==> src/inc/smc_pkg.sv <==
// Functional notes
// - Run bit cleared halts the monitoring loop and enters shutdown.
// - Serial register access keeps working during shutdown.
// - Run bit set starts the loop; host should program limits first.
// - Alert enable bit gates faults onto the alert output.
// - Alert clear bit forces the alert output deasserted.
// - Alert clear bit leaves the fault status register untouched.
// - Configuration resets to 08h; loop waits until clear bit is zero.
// - Rate bit selects 51.2kHz internal conversion clock, else 61.4kHz.
// - Short-cycle bit cuts every conversion to a quarter of its length.
// - Writing bit 7 returns all registers to defaults; bit 7 self-clears.
// - Status bits 0-3 are mid, low, high rail and supply; bit 4 temperature.
// - A limit crossing sets the matching status bit.
// - Temperature status setting and clearing follow the temperature interrupt mode.
// - Hot limit powers up at 50h, meaning +80 degrees.
// - Hot hysteresis limit powers up at 41h, meaning +65 degrees.
// - Voltage limits live at 2Bh-32h; out-of-window voltage raises a fault.
// - Voltage limits default to 1.1 and 0.9 times the nominal code.
// - In default and one-time modes a status read clears the register.
// - Mode bits: 00 default, 01 one-time, 10 comparator, 11 default.
// - Comparator mode read keeps bit 4 while the fault persists.
// - Mask bits suppress both the status bit and the alert.
// - A persisting fault reasserts the alert after the next conversion; in one-time mode a persisting hot fault does not.
`default_nettype none
package smc_pkg;

  // ****************************************
  // Timing
  // ****************************************
  localparam int unsigned CLK_HZ          = 200_000_000;
  localparam int unsigned OSC_60_HZ       = 61_400;
  localparam int unsigned OSC_50_HZ       = 51_200;
  localparam int unsigned OSC_DIV_60      = CLK_HZ / OSC_60_HZ;
  localparam int unsigned OSC_DIV_50      = CLK_HZ / OSC_50_HZ;
  localparam int unsigned TEMP_CONV_MS    = 66;
  localparam int unsigned VOLT_CONV_MS    = 33;
  localparam int unsigned TEMP_CONV_TICKS = TEMP_CONV_MS * OSC_60_HZ / 1000;
  localparam int unsigned VOLT_CONV_TICKS = VOLT_CONV_MS * OSC_60_HZ / 1000;
  localparam int unsigned SHORT_SHIFT     = 2;
  localparam int unsigned CNT_W           = 13;

  // ****************************************
  // Register map
  // ****************************************
  localparam logic [7:0] ADDR_VLIM_FIRST = 8'h2b;
  localparam logic [7:0] ADDR_VLIM_LAST  = 8'h32;
  localparam logic [7:0] ADDR_HOT        = 8'h39;
  localparam logic [7:0] ADDR_HYST       = 8'h3a;
  localparam logic [7:0] ADDR_CFG        = 8'h40;
  localparam logic [7:0] ADDR_STAT       = 8'h41;
  localparam logic [7:0] ADDR_MASK       = 8'h43;
  localparam logic [7:0] ADDR_TCFG       = 8'h4b;

  localparam int unsigned CFG_RUN      = 0;
  localparam int unsigned CFG_ALERT_EN = 1;
  localparam int unsigned CFG_CLR      = 3;
  localparam int unsigned CFG_SLOW     = 4;
  localparam int unsigned CFG_SHORT    = 5;
  localparam int unsigned CFG_SOFT_RST = 7;

  localparam logic [7:0] CFG_RESET  = 8'h08;
  localparam logic [7:0] CFG_WMASK  = 8'h3b;
  localparam logic [7:0] STAT_RESET = 8'h00;
  localparam logic [4:0] STAT_ALL   = 5'h1f;
  localparam logic [4:0] STAT_VOLTS = 5'h0f;
  localparam logic [7:0] MASK_WMASK = 8'h1f;
  localparam logic [7:0] TCFG_WMASK = 8'h03;
  localparam logic [7:0] HOT_RESET  = 8'h50;
  localparam logic [7:0] HYST_RESET = 8'h41;
  localparam int unsigned NOM_CODE  = 192;
  localparam logic [7:0] VHI_RESET  = 8'(NOM_CODE * 11 / 10);
  localparam logic [7:0] VLO_RESET  = 8'(NOM_CODE * 9 / 10);

  localparam int unsigned NUM_VOLT  = 4;
  localparam int unsigned NUM_VLIM  = 8;
  localparam int unsigned STAT_TEMP = 4;
  localparam logic [2:0]  SLOT_TEMP = 3'h4;
  localparam logic [1:0]  TMODE_ONCE = 2'h1;
  localparam logic [1:0]  TMODE_COMP = 2'h2;
  localparam logic [3:0]  SER_BITS   = 4'h8;

  typedef enum logic [2:0] {
    SER_IDLE     = 3'h0,
    SER_ADDR     = 3'h1,
    SER_ACK_ADDR = 3'h3,
    SER_CMD      = 3'h2,
    SER_ACK_WR   = 3'h6,
    SER_WDATA    = 3'h7,
    SER_RDATA    = 3'h5,
    SER_RACK     = 3'h4
  } smc_ser_state_type;

endpackage : smc_pkg
`default_nettype wire

==> src/core/smc_monitor.sv <==
`timescale 1ns/1ps
`default_nettype none
module smc_monitor
  import smc_pkg::*;
#(
  parameter logic [6:0]  DEV_ADDR   = 7'h2a,
  parameter int unsigned DIV_FAST   = OSC_DIV_60,
  parameter int unsigned DIV_SLOW   = OSC_DIV_50,
  parameter int unsigned VOLT_TICKS = VOLT_CONV_TICKS,
  parameter int unsigned TEMP_TICKS = TEMP_CONV_TICKS
) (
  input  wire logic                  ref_clk_in,
  input  wire logic                  rst_in,
  input  wire logic                  ce_in,
  input  wire logic                  scl_in,
  input  wire logic                  sda_in,
  output var  logic                  sda_out,
  output var  logic                  sda_oe_out,
  output var  logic                  alert_n_out,
  output var  logic                  alert_oe_out,
  input  wire logic [NUM_VOLT*8-1:0] meas_volt_in,
  input  wire logic [7:0]            meas_temp_in,
  output var  logic [2:0]            adc_slot_out,
  output var  logic                  adc_sample_out,
  output var  logic                  shutdown_out
);

  // ****************************************
  // Pin synchronisers and edge detect
  // ****************************************
  logic scl_s;
  logic sda_s;
  logic scl_d_r;
  logic sda_d_r;

  smc_sync #(.WIDTH(2)) u_sync (
    .clk_in (ref_clk_in),
    .rst_in (rst_in),
    .ce_in  (ce_in),
    .d_in   ({scl_in, sda_in}),
    .q_out  ({scl_s, sda_s})
  );

  always_ff @(posedge ref_clk_in or posedge rst_in) begin
    if (rst_in) begin
      scl_d_r <= 1'h1;
      sda_d_r <= 1'h1;
    end else if (ce_in) begin
      scl_d_r <= scl_s;
      sda_d_r <= sda_s;
    end
  end

  logic scl_rise;
  logic scl_fall;
  logic bus_start;
  logic bus_stop;
  assign scl_rise  = scl_s & ~scl_d_r;
  assign scl_fall  = ~scl_s & scl_d_r;
  assign bus_start = scl_s & scl_d_r & sda_d_r & ~sda_s;
  assign bus_stop  = scl_s & scl_d_r & ~sda_d_r & sda_s;

  // ****************************************
  // Serial slave, byte level
  // ****************************************
  smc_ser_state_type state_r;
  logic [3:0]        cnt_r;
  logic [7:0]        sh_r;
  logic [7:0]        tx_r;
  logic [7:0]        ptr_r;
  logic              rw_r;
  logic              wr_stb_r;
  logic              rd_stb_r;
  logic              pin_low_r;
  logic [7:0]        rd_data;

  // Runs whatever the run bit says, so shutdown never locks the host out
  always_ff @(posedge ref_clk_in or posedge rst_in) begin
    if (rst_in) begin
      state_r    <= SER_IDLE;
      cnt_r      <= 4'h0;
      sh_r       <= 8'h00;
      tx_r       <= 8'h00;
      ptr_r      <= 8'h00;
      rw_r       <= 1'h0;
      wr_stb_r   <= 1'h0;
      rd_stb_r   <= 1'h0;
      sda_oe_out <= 1'h0;
    end else if (ce_in) begin
      wr_stb_r <= 1'h0;
      rd_stb_r <= 1'h0;
      if (bus_start) begin
        state_r    <= SER_ADDR;
        cnt_r      <= 4'h0;
        sda_oe_out <= 1'h0;
      end else if (bus_stop) begin
        state_r    <= SER_IDLE;
        sda_oe_out <= 1'h0;
      end else if (scl_rise) begin
        case (state_r)
          SER_ADDR, SER_CMD, SER_WDATA: begin
            sh_r  <= {sh_r[6:0], sda_s};
            cnt_r <= cnt_r + 4'h1;
          end
          SER_RACK: begin
            // Host ack asks for the same register again, a nack ends the read
            state_r <= sda_s ? SER_IDLE : SER_ACK_ADDR;
          end
          default: begin
          end
        endcase
      end else if (scl_fall) begin
        case (state_r)
          SER_ADDR: begin
            if (cnt_r == SER_BITS) begin
              if (sh_r[7:1] == DEV_ADDR) begin
                rw_r       <= sh_r[0];
                sda_oe_out <= 1'h1;
                state_r    <= SER_ACK_ADDR;
              end else begin
                state_r <= SER_IDLE;
              end
            end
          end
          SER_CMD: begin
            if (cnt_r == SER_BITS) begin
              ptr_r      <= sh_r;
              sda_oe_out <= 1'h1;
              state_r    <= SER_ACK_WR;
            end
          end
          SER_WDATA: begin
            if (cnt_r == SER_BITS) begin
              wr_stb_r   <= 1'h1;
              sda_oe_out <= 1'h1;
              state_r    <= SER_ACK_WR;
            end
          end
          SER_ACK_ADDR: begin
            if (rw_r) begin
              tx_r       <= rd_data;
              sda_oe_out <= ~rd_data[7];
              rd_stb_r   <= (ptr_r == ADDR_STAT);
              cnt_r      <= 4'h1;
              state_r    <= SER_RDATA;
            end else begin
              sda_oe_out <= 1'h0;
              cnt_r      <= 4'h0;
              state_r    <= SER_CMD;
            end
          end
          SER_ACK_WR: begin
            sda_oe_out <= 1'h0;
            cnt_r      <= 4'h0;
            state_r    <= SER_WDATA;
          end
          SER_RDATA: begin
            if (cnt_r == SER_BITS) begin
              sda_oe_out <= 1'h0;
              state_r    <= SER_RACK;
            end else begin
              tx_r       <= {tx_r[6:0], 1'h0};
              sda_oe_out <= ~tx_r[6];
              cnt_r      <= cnt_r + 4'h1;
            end
          end
          default: begin
          end
        endcase
      end
    end
  end

  // Open-drain pins only ever pull low
  always_ff @(posedge ref_clk_in or posedge rst_in) begin
    if (rst_in) begin
      pin_low_r <= 1'h0;
    end else if (ce_in) begin
      pin_low_r <= 1'h0;
    end
  end
  assign sda_out     = pin_low_r;
  assign alert_n_out = pin_low_r;

  // ****************************************
  // Register file
  // ****************************************
  logic       soft_rst;
  logic       wr_cfg;
  logic [7:0] cfg_r;
  logic [7:0] mask_r;
  logic [7:0] tcfg_r;
  logic [7:0] hot_r;
  logic [7:0] hyst_r;
  logic [7:0] stat_r;
  logic [7:0] vlim_r [NUM_VLIM];
  logic       vlim_hit;
  logic [2:0] vlim_idx;

  assign wr_cfg   = wr_stb_r && (ptr_r == ADDR_CFG);
  assign soft_rst = wr_cfg && sh_r[CFG_SOFT_RST];
  assign vlim_hit = (ptr_r >= ADDR_VLIM_FIRST) && (ptr_r <= ADDR_VLIM_LAST);
  assign vlim_idx = 3'(ptr_r - ADDR_VLIM_FIRST);

  always_ff @(posedge ref_clk_in or posedge rst_in) begin
    if (rst_in) begin
      cfg_r <= CFG_RESET;
    end else if (ce_in) begin
      if (soft_rst) begin
        cfg_r <= CFG_RESET;
      end else if (wr_cfg) begin
        cfg_r <= sh_r & CFG_WMASK;
      end
    end
  end

  always_ff @(posedge ref_clk_in or posedge rst_in) begin
    if (rst_in) begin
      mask_r <= STAT_RESET;
      tcfg_r <= STAT_RESET;
      hot_r  <= HOT_RESET;
      hyst_r <= HYST_RESET;
    end else if (ce_in) begin
      if (soft_rst) begin
        mask_r <= STAT_RESET;
        tcfg_r <= STAT_RESET;
        hot_r  <= HOT_RESET;
        hyst_r <= HYST_RESET;
      end else if (wr_stb_r) begin
        if (ptr_r == ADDR_MASK) mask_r <= sh_r & MASK_WMASK;
        if (ptr_r == ADDR_TCFG) tcfg_r <= sh_r & TCFG_WMASK;
        if (ptr_r == ADDR_HOT) hot_r <= sh_r;
        if (ptr_r == ADDR_HYST) hyst_r <= sh_r;
      end
    end
  end

  // Even entries hold a channel's upper limit, odd ones its lower limit
  always_ff @(posedge ref_clk_in or posedge rst_in) begin
    if (rst_in) begin
      for (int i = 0; i < NUM_VLIM; i++) begin
        vlim_r[i] <= (i % 2 == 0) ? VHI_RESET : VLO_RESET;
      end
    end else if (ce_in) begin
      if (soft_rst) begin
        for (int i = 0; i < NUM_VLIM; i++) begin
          vlim_r[i] <= (i % 2 == 0) ? VHI_RESET : VLO_RESET;
        end
      end else if (wr_stb_r && vlim_hit) begin
        vlim_r[vlim_idx] <= sh_r;
      end
    end
  end

  always_comb begin
    rd_data = 8'h00;
    case (ptr_r)
      ADDR_CFG:  rd_data = cfg_r;
      ADDR_STAT: rd_data = stat_r;
      ADDR_MASK: rd_data = mask_r;
      ADDR_TCFG: rd_data = tcfg_r;
      ADDR_HOT:  rd_data = hot_r;
      ADDR_HYST: rd_data = hyst_r;
      default:   rd_data = vlim_hit ? vlim_r[vlim_idx] : 8'h00;
    endcase
  end

  // ****************************************
  // Conversion loop
  // ****************************************
  logic       run;
  logic [2:0] slot;
  logic       slot_done;

  // Clear bit holds the loop off, so the reset value 08h leaves it stopped
  assign run = cfg_r[CFG_RUN] & ~cfg_r[CFG_CLR];

  smc_conv_seq #(
    .DIV_FAST   (DIV_FAST),
    .DIV_SLOW   (DIV_SLOW),
    .VOLT_TICKS (VOLT_TICKS),
    .TEMP_TICKS (TEMP_TICKS)
  ) u_seq (
    .clk_in   (ref_clk_in),
    .rst_in   (rst_in),
    .ce_in    (ce_in),
    .run_in   (run),
    .slow_in  (cfg_r[CFG_SLOW]),
    .short_in (cfg_r[CFG_SHORT]),
    .slot_out (slot),
    .done_out (slot_done)
  );
  assign adc_slot_out   = slot;
  assign adc_sample_out = slot_done;

  always_ff @(posedge ref_clk_in or posedge rst_in) begin
    if (rst_in) begin
      shutdown_out <= 1'h1;
    end else if (ce_in) begin
      shutdown_out <= ~run;
    end
  end

  // ****************************************
  // Fault detection
  // ****************************************
  logic [7:0] cur_volt;
  logic       v_oor;
  logic       t_hot;
  logic       t_cold;
  logic       temp_done;
  logic       temp_active_r;
  logic       once_hot_r;
  logic       comp_fault_r;
  logic       temp_set;
  logic [1:0] tmode;
  logic [4:0] set_vec;
  logic [4:0] clr_vec;

  assign cur_volt  = meas_volt_in[slot[1:0]*8 +: 8];
  assign v_oor     = (cur_volt < vlim_r[{slot[1:0], 1'h1}])
                   | (cur_volt > vlim_r[{slot[1:0], 1'h0}]);
  assign t_hot     = $signed(meas_temp_in) > $signed(hot_r);
  assign t_cold    = $signed(meas_temp_in) < $signed(hyst_r);
  assign temp_done = slot_done && (slot == SLOT_TEMP);
  assign tmode     = tcfg_r[1:0];

  always_comb begin
    case (tmode)
      TMODE_ONCE: temp_set = (t_hot & ~once_hot_r) | (once_hot_r & t_cold);
      TMODE_COMP: temp_set = t_hot;
      default:    temp_set = t_hot | (temp_active_r & ~t_cold);
    endcase
  end

  always_ff @(posedge ref_clk_in or posedge rst_in) begin
    if (rst_in) begin
      temp_active_r <= 1'h0;
      once_hot_r    <= 1'h0;
      comp_fault_r  <= 1'h0;
    end else if (ce_in && temp_done) begin
      temp_active_r <= t_hot | (temp_active_r & ~t_cold);
      once_hot_r    <= once_hot_r ? ~t_cold : t_hot;
      comp_fault_r  <= t_hot;
    end
  end

  for (genvar g = 0; g < NUM_VOLT; g++) begin : g_volt
    assign set_vec[g] = slot_done && (slot == 3'(g)) && v_oor && !mask_r[g];
  end
  assign set_vec[STAT_TEMP] = temp_done && temp_set && !mask_r[STAT_TEMP];

  // Comparator mode keeps the temperature bit while the fault is still seen
  assign clr_vec = !rd_stb_r ? 5'h00 :
                   ((tmode == TMODE_COMP) && comp_fault_r) ? STAT_VOLTS : STAT_ALL;

  // New faults win over a same-cycle read clear; the clear bit never touches it
  always_ff @(posedge ref_clk_in or posedge rst_in) begin
    if (rst_in) begin
      stat_r <= STAT_RESET;
    end else if (ce_in) begin
      if (soft_rst) begin
        stat_r <= STAT_RESET;
      end else begin
        stat_r <= {3'h0, (stat_r[4:0] & ~clr_vec) | set_vec};
      end
    end
  end

  always_ff @(posedge ref_clk_in or posedge rst_in) begin
    if (rst_in) begin
      alert_oe_out <= 1'h0;
    end else if (ce_in) begin
      alert_oe_out <= cfg_r[CFG_ALERT_EN] & ~cfg_r[CFG_CLR]
                    & (|(stat_r[4:0] & ~mask_r[4:0]));
    end
  end
endmodule : smc_monitor
`default_nettype wire

==> src/core/smc_sync.sv <==
`timescale 1ns/1ps
`default_nettype none
module smc_sync #(
  parameter int unsigned WIDTH = 2
) (
  input  wire logic             clk_in,
  input  wire logic             rst_in,
  input  wire logic             ce_in,
  input  wire logic [WIDTH-1:0] d_in,
  output var  logic [WIDTH-1:0] q_out
);
  logic [WIDTH-1:0] meta_r;

  for (genvar g = 0; g < WIDTH; g++) begin : g_bit
    always_ff @(posedge clk_in or posedge rst_in) begin
      if (rst_in) begin
        meta_r[g] <= 1'h1;
        q_out[g]  <= 1'h1;
      end else if (ce_in) begin
        meta_r[g] <= d_in[g];
        q_out[g]  <= meta_r[g];
      end
    end
  end
endmodule : smc_sync
`default_nettype wire

==> src/core/smc_conv_seq.sv <==
`timescale 1ns/1ps
`default_nettype none
module smc_conv_seq
  import smc_pkg::*;
#(
  parameter int unsigned DIV_FAST   = OSC_DIV_60,
  parameter int unsigned DIV_SLOW   = OSC_DIV_50,
  parameter int unsigned VOLT_TICKS = VOLT_CONV_TICKS,
  parameter int unsigned TEMP_TICKS = TEMP_CONV_TICKS
) (
  input  wire logic       clk_in,
  input  wire logic       rst_in,
  input  wire logic       ce_in,
  input  wire logic       run_in,
  input  wire logic       slow_in,
  input  wire logic       short_in,
  output var  logic [2:0] slot_out,
  output var  logic       done_out
);
  logic [CNT_W-1:0] div_r;
  logic [CNT_W-1:0] tick_r;
  logic [CNT_W-1:0] div_lim;
  logic [CNT_W-1:0] slot_len;
  logic [CNT_W-1:0] slot_lim;

  // Slower oscillator keeps the same tick count, so integration spans whole mains periods
  assign div_lim  = slow_in ? CNT_W'(DIV_SLOW - 1) : CNT_W'(DIV_FAST - 1);
  assign slot_len = (slot_out == SLOT_TEMP) ? CNT_W'(TEMP_TICKS) : CNT_W'(VOLT_TICKS);
  assign slot_lim = (short_in ? (slot_len >> SHORT_SHIFT) : slot_len) - CNT_W'(1);

  always_ff @(posedge clk_in or posedge rst_in) begin
    if (rst_in) begin
      div_r    <= '0;
      tick_r   <= '0;
      slot_out <= '0;
      done_out <= 1'h0;
    end else if (ce_in) begin
      done_out <= 1'h0;
      if (!run_in) begin
        div_r    <= '0;
        tick_r   <= '0;
        slot_out <= '0;
      end else if (div_r >= div_lim) begin
        div_r <= '0;
        if (tick_r >= slot_lim) begin
          tick_r   <= '0;
          done_out <= 1'h1;
          slot_out <= (slot_out == SLOT_TEMP) ? 3'h0 : slot_out + 3'h1;
        end else begin
          tick_r <= tick_r + CNT_W'(1);
        end
      end else begin
        div_r <= div_r + CNT_W'(1);
      end
    end
  end
endmodule : smc_conv_seq
`default_nettype wire

==> config.mk <==
export PLATFORM = sky130hd
export DESIGN_NAME = smc_monitor
export DESIGN_NICKNAME = d
export VERILOG_FILES = /design/src/inc/smc_pkg.sv /design/src/core/smc_monitor.sv /design/src/core/smc_sync.sv /design/src/core/smc_conv_seq.sv
export SDC_FILE = /design/constraint.sdc
export NUM_CORES = 1
export LEC_CHECK = 0
export BUFFER_PORTS_ARGS = -buffer_cell sky130_fd_sc_hd__buf_4
export CORE_MARGIN = 2
export CORE_UTILIZATION = 49
export DETAILED_ROUTE_END_ITERATION = 12
export PLACE_DENSITY = 0.66
export SYNTH_ARGS = -nofsm -noshare
export SYNTH_HDL_FRONTEND = slang
export SYNTH_SLANG_ARGS = --single-unit
==> constraint.sdc <==
create_clock -name ref_clk_in -period 5.95 [get_ports ref_clk_in]
set_input_delay 0.2975 -clock ref_clk_in [delete_from_list [all_inputs] [get_ports ref_clk_in]]
set_output_delay 0.2975 -clock ref_clk_in [all_outputs]
set_load 0.01 [all_outputs]
; After elaboration in Yosys (flattened, before gate mapping)
; Index checks and enable logic that the tools add are counted.
[classes]
n_addsub = 6
n_shift = 1
n_reduce_logical = 60
n_bitwise = 37
n_lt_le_gt_ge = 12
muxes = 95
n_eq_ne = 36
[op_table]
columns = operator, n
row1 = 2-to-1 mux 8 bit, 22
row2 = 2-to-1 mux 64 bit, 2
row3 = 2-to-1 mux 13 bit, 6
row4 = binary-select mux 8 bit (select 3 bit), 3
row5 = bitwise mux 64 bit, 1
row6 = case mux 8 bit (6 select lines), 1
row7 = 2-to-1 mux 3 bit, 13
row8 = "equality test 8 x 7 -> 1 bit, second input constant", 4
row9 = variable part select 32 x 6 -> 8 bit, 1
row10 = "adder 13 x 1 -> 13 bit, second input constant", 2
row11 = greater-or-equal comparator 13 bit, 2
row12 = 2-to-1 mux 1 bit, 26
row13 = demux 8 bit (select 3 bit), 1
row14 = 2-to-1 mux 4 bit, 6
row15 = logical AND 1 bit, 22
row16 = AND reduction 7 bit, 3
row17 = "equality test 8 x 6 -> 1 bit, second input constant", 2
row18 = greater-than comparator 8 bit, 2
row19 = less-than comparator 8 bit, 2
row20 = AND reduction 8 bit, 2
row21 = nonzero test 2 bit, 8
row22 = "equality test 3 bit, second input constant", 5
row23 = 2-to-1 mux 5 bit, 3
row24 = case mux 3 bit (5 select lines), 1
row25 = other kinds (50), 107
[totals]
out_inout_bits = 9
input_bits = 45
elab_cells = 285
ff_bits = 187

; Logic depth before layout (Yosys ltp)
[logic_depth]
depth_word = 14
depth_mapped = 15
depth_no_buf = 12

; Modules after synthesis
; From an unflattened synthesis, not the netlist that was laid out.
[hier_totals]
hier_cells = 1113
area_unflattened_um2 = 10891.7
[by_module_without_submodules]
columns = mod, area_per_inst_um2, cells_each, seq_area_each_um2, instances
row1 = smc_monitor, 8658.3, 885, 3508.4, 1
row2 = smc_conv_seq, 2079.5, 219, 750.7, 1
row3 = smc_sync, 153.9, 9, 105.1, 1

; Least setup slack after synthesis
; OpenSTA, ideal clock, no wires.
[synth_timing]
kind = register -> register
startpoint = reg u_seq.slot_out[0]
endpoint = reg u_seq.tick_r[12]
t_arrival_ns = 3.606
period_less_slack_ns = 3.707
required_time_ns = 5.849
path_buffers = 4
path_slack_ns = 2.243
setup_ns = 0.101
path_stages_with_launch = 16
cell_sequence = dfrtp_1 > clkbuf_1 > buf_1 > inv_1 > ha_1 > and2_1 > buf_2 > nor2_1 > ha_1 > nand4b_1 > nor2_1 > a311oi_1 > o21a_1 > clkbuf_1 > nand2_1 > o32ai_1
[synth_via]
elab_chain_cells = 8
[synth_rtl]
columns = element, line_no
row1 = "start, declared", smc_conv_seq.sv:17  ; output var logic [2:0] slot_out,
row2 = "start signal, assigned", smc_conv_seq.sv:48  ; slot_out <= (slot_out == SLOT_TEMP) ? 3'h0 : slot_out + 3'h1;
row3 = equality test 3 bit, smc_conv_seq.sv:28  ; assign slot_len = (slot_out == SLOT_TEMP) ? CNT_W'(TEMP_TICKS) : CNT_W'(VOLT_TICKS);
row4 = 2-to-1 mux 12 bit, smc_conv_seq.sv:28
row5 = 2-to-1 mux 13 bit, smc_conv_seq.sv:29  ; assign slot_lim = (short_in ? (slot_len >> SHORT_SHIFT) : slot_len) - CNT_W'(1);
row6 = subtractor 13 x 1 -> 13 bit, smc_conv_seq.sv:29
row7 = greater-or-equal comparator 13 bit, smc_conv_seq.sv:45  ; if (tick_r >= slot_lim) begin
row8 = 2-to-1 mux 13 bit, smc_conv_seq.sv:45
row9 = 2-to-1 mux 13 bit, smc_conv_seq.sv:43  ; end else if (div_r >= div_lim) begin
row10 = 2-to-1 mux 13 bit, smc_conv_seq.sv:39  ; if (!run_in) begin
row11 = "end signal, assigned", smc_conv_seq.sv:50  ; tick_r <= tick_r + CNT_W'(1);
row12 = "end, declared", smc_conv_seq.sv:21  ; logic [CNT_W-1:0] tick_r;
; Every way passes these cells. The select of a mux whose other input is x is not followed.
; A chain may end at the register's enable or synchronous reset.

; Worst setup path in the final report
[layout_timing]
startpoint = reg ptr_r[0]
endpoint = reg sda_oe_out
[layout_via]
elab_chain_cells = 14
word_cells_on_any_way = 23
cone_classes = 1 x add/sub / 2 x order compare / 6 x eq/ne / 11 x mux / 2 x bitwise / 1 x reduce/logical
[layout_rtl]
columns = element, line_no
row1 = "start, declared", smc_monitor.sv:70  ; logic [7:0] ptr_r;
row2 = "start signal, assigned", smc_monitor.sv:127  ; ptr_r <= sh_r;
row3 = subtractor 3 x 2 -> 3 bit, smc_monitor.sv:203  ; assign vlim_idx = 3'(ptr_r - ADDR_VLIM_FIRST);
row4 = inverter 3 -> 4 bit (not written as such), smc_monitor.sv:264  ; default: rd_data = vlim_hit ? vlim_r[vlim_idx] : 8'h00;
row5 = binary-select mux 8 bit (select 3 bit), smc_monitor.sv:264
row6 = 2-to-1 mux 8 bit (not written as such) (2 in series), smc_monitor.sv:264
row7 = 2-to-1 mux 8 bit, smc_monitor.sv:264
row8 = case mux 8 bit (6 select lines) *, smc_monitor.sv:257  ; case (ptr_r)
row9 = inverter 1 bit *, smc_monitor.sv:142  ; sda_oe_out <= ~rd_data[7];
row10 = 2-to-1 mux 1 bit *, smc_monitor.sv:140  ; if (rw_r) begin
row11 = case mux 1 bit (5 select lines) *, smc_monitor.sv:113  ; case (state_r)
row12 = 2-to-1 mux 1 bit *, smc_monitor.sv:112  ; end else if (scl_fall) begin
row13 = 2-to-1 mux 1 bit *, smc_monitor.sv:99  ; end else if (scl_rise) begin
row14 = 2-to-1 mux 1 bit *, smc_monitor.sv:96  ; end else if (bus_stop) begin
row15 = 2-to-1 mux 1 bit *, smc_monitor.sv:92  ; if (bus_start) begin
row16 = "end signal, assigned", smc_monitor.sv:142
row17 = "end signal, assigned", smc_monitor.sv:163  ; sda_oe_out <= ~tx_r[6];
row18 = "end, declared", smc_monitor.sv:18  ; output var logic sda_oe_out,
; Mark *: on every way between the ends. The rest lies on a longest branch, timed or not. The select of a mux whose other input is x is not followed.

==> reports/results.ini <==
[outcome]
outcome = complete, no violations

[sta]
fin_crit_sh_pct = 66.86
fmax_mhz = 251.4
tns_ns = 0
clock_skew_ns = 0.01042
hold_viol = 0
final-setup-viol-count = 0
period_needed_ns = 3.978
finalMaxSlewViolations = 0
fin_hold_ws_ns = 0.09415
worst_pin_slew_ns = 1.254
slew-limit-headroom_pct = 16.38
grt_setup_unrepaired = no

[grt]
grt_pass1_wl_um = 47280
grt_pass1_vias = 8687
grt_max_degree = 76
overflow = 0
track_usage_pct = 25.35
antenna_found_initial = 0

[detailed_routing]
drc_errors = 0
wl_met1_um = 12990
wl_met3_um = 2070
postRouteAntennaNets = 0
avgViaCountPerCell = 6.264
routed_wl_um = 29010
wl_per_cell_um = 20.39
highest_layer = met4
num_vias = 8914
wl_met2_um = 13400
firstDrtPassIters = 6
first_iter_violations = 820

[layout]
area.sequential_um2 = 4365
nets = 1240
drive_above_1_share_pct = 19.07
fillers = 1885
multiInputGateArea_um2 = 5862
syn_to_final_growth_pct = 11.04
antenna_cells = 0

[synth]
synth_cells = 1112
synthFlopType = dfrtp_1
synth_top_family_by_area = compound AO/OA/AOI/OAI gates
synth_edf_count = 0
synth_xor_xnor_area_share_pct = 1.218
synth_adder_area_share_pct = 7.540
ys_seq_area_share_pct = 40.46
synth_cell_types = 79
muxShareOfSynthArea_pct = 9.372
yosysWarnings = 0
synth_simple_gate_area_share_pct = 16.20
synth.avg_cell_area_um2 = 9.700
synth_area_um2 = 10790
synth-seq-cells = 172
synth_compound_area_share_pct = 19.78
async_flop_share_pct = 100.0

[clocking]
clk_latency_ns = 0.43
numCtsBuffers = 17
tritoncts = done
clockRootBuffer = clkbuf_16
post_cts_buffers = 0
clk_path_buf_depth = 2
ctsHtreeMaxLevel = 4
path_clk_slew_ns = 0.07
clkSinkCount = 172

[power_and_ir_drop]
p_leak_nw = 5.120
p_sw_mw = 0.8772
power.clock.fraction_pct = 40.1
internal-power_mw = 2.104
swShare_pct = 29.43
vdd_drop_max_mv = 0.1807
comb_power_share_pct = 14.0
seq_power_share_pct = 45.9
power_density_nw_per_um2 = 248.9

[worst_setup_path]
crit_type = reg -> reg
cp-start-kind = flip-flop
path_cells = inv_1 -> ha_1 -> a2111oi_0 -> nor4_1 -> o21ai_0 -> a32o_1
reg2reg_setup_slack_ns = 1.97
reg2reg_from = ptr_r[0]$_DFFE_PP0P_
crit_required_ns = 6.27
cp.arrival_ns = 4.30
slowest_delay_ns = 1.22
slowest_stage = ha_1
timing.rr.end = sda_oe_out$_DFFE_PP0P_
crit_buf_inv = 1
r2r_cells = 6
path_max_fanout = 34
critPathTopFamily = adder cells
end_kind = flip-flop

[hold_path]
worstHoldPathCells = 2
hold-path-endpoint = u_sync.meta_r[1]$_DFFE_PP1P_
hold_class = in -> reg
worstHoldStart = scl_in

[die]
die_x_um = 152.4
die_y_um = 152.4
ios = 54
initial_core_util_pct = 49.73
dieArea_um2 = 23220
core.rowCount = 54
core_um2 = 21690

[place]
io_buffer_count = 51
gp_congestion = 0.8962
dp_hpwl_um = 20760

[flow_run]
max_cap_violations = 0

[cells by family (layout without fill, tap and decap cells)]
group,count (synthesis),in the layout
buf+inv,145,174
mux,64,64
other cells,1,3
flops,172,172
xor+xnor,15,15
fa+ha+maj,65,65
simple gates,351,351
compound gates,299,299
[per-layer routing]
layer | global-route usage (%) | vias to the layer above
li1 | - | 4145
met4 | 7.788 | 0
met1 | 36.44 | 4418
met5 | 0 | -
met2 | 39.23 | 308
met3 | 4.664 | 43
[cell usage after synthesis, drive strengths merged (12+ instances only)]
library cell  number  share of area [%]
o2bb2ai           23                1.9
inv               79                2.7
a21oi             44                2.2
nor3              24                1.4
ha                65                7.5
dfstp             48                 12
a31oi             16               0.93
nand2            102                3.5
nor2b             12               0.70
nand3             45                2.1
dfrtp            124                 29
mux2              26                2.7
a2bb2oi           28                2.3
a22o              12               0.97
a21o              13               0.90
o22ai             17               0.99
o21ai             54                2.5
buf               23                1.1
clkbuf            42                1.5
nand4             16               0.93
nor2              89                3.2
mux4              27                5.6
[power groups by stage]
stage	combinational (mW)	clock, mW	sequential [mW]
after global routing	0.476	1.26	1.38
after floorplan	0.356	0	1.30
final	0.418	1.19	1.37
after detailed placement	0.415	0	1.39
after CTS	0.419	1.21	1.37
after global placement	0.404	0	1.39
[area by class of cell]
class | instances | area share, %
inverter | 80 | 2.549
tap | 280 | 2.925
sequential | 172 | 36.45
timing repair buffer | 62 | 3.907
clock inverter | 13 | 1.536
clock buffer | 19 | 3.698
multi-input combinational | 797 | 48.94
[flip-flops by register name (all words and copies together), names as in the netlist, 3 cells and up]
name	count
mask_r	5
cnt_r	4
u_seq.div_r	13
u_seq.tick_r	13
state_r	3
hot_r	8
sh_r	8
hyst_r	8
vlim_r	64
stat_r	5
ptr_r	8
cfg_r	5
u_seq.slot_out	3
tx_r	7
[worst max path at each step]
| stage | from | to | slack (ns) | cells past startpoint |
|---|---|---|---|---|
| after floorplan | rst_in | alert_oe_out$_DFFE_PP0P_ | 1.07 | 1 |
| after global placement | u_seq.slot_out[0]$_DFFE_PP0P_ | u_seq.tick_r[12]$_DFFE_PP0P_ | 2.17 | 11 |
| after detailed placement | u_seq.slot_out[0]$_DFFE_PP0P_ | u_seq.tick_r[12]$_DFFE_PP0P_ | 2.05 | 11 |
| after CTS | u_seq.slot_out[0]$_DFFE_PP0P_ | u_seq.tick_r[12]$_DFFE_PP0P_ | 2.04 | 11 |
| after global routing | u_seq.slot_out[0]$_DFFE_PP0P_ | u_seq.tick_r[12]$_DFFE_PP0P_ | 1.71 | 11 |
| final | ptr_r[0]$_DFFE_PP0P_ | sda_oe_out$_DFFE_PP0P_ | 1.97 | 6 |
[placed cells by master, fill, tap and decap left out, drive strengths merged, types with 12 or more instances in the layout]
cell,n
dfrtp,124
nand2,102
nor2,89
inv,85
ha,65
buf,61
o21ai,54
dfstp,48
nand3,45
a21oi,44
a2bb2oi,28
mux4,27
mux2,26
nor3,24
o2bb2ai,23
clkbuf,19
o22ai,17
nand4,16
a31oi,16
a21o,13
nor2b,12
a22o,12
[through the flow]
step | std cells | instance area (µm²) | utilization, % | power, mW | worst slack, ns
after floorplan | 1114 | 10790 | - | 1.651 | 1.072
after global placement | 1390 | 11340 | 52.29 | 1.790 | 2.172
after detailed placement | 1390 | 11340 | 52.29 | 1.801 | 2.050
after CTS | 1423 | 11980 | 55.23 | 2.994 | 2.043
after global routing | 1423 | 11980 | 55.23 | 3.115 | 1.708
final | 1423 | 11980 | 55.23 | 2.981 | 1.972
[repair_timing]
action / in CTS / in global routing
gates resized for setup: 0 / 0
endpoints found under the hold margin: 20 / 0
hold buffers: 1 / 0
(Power assumes the default switching activity.)
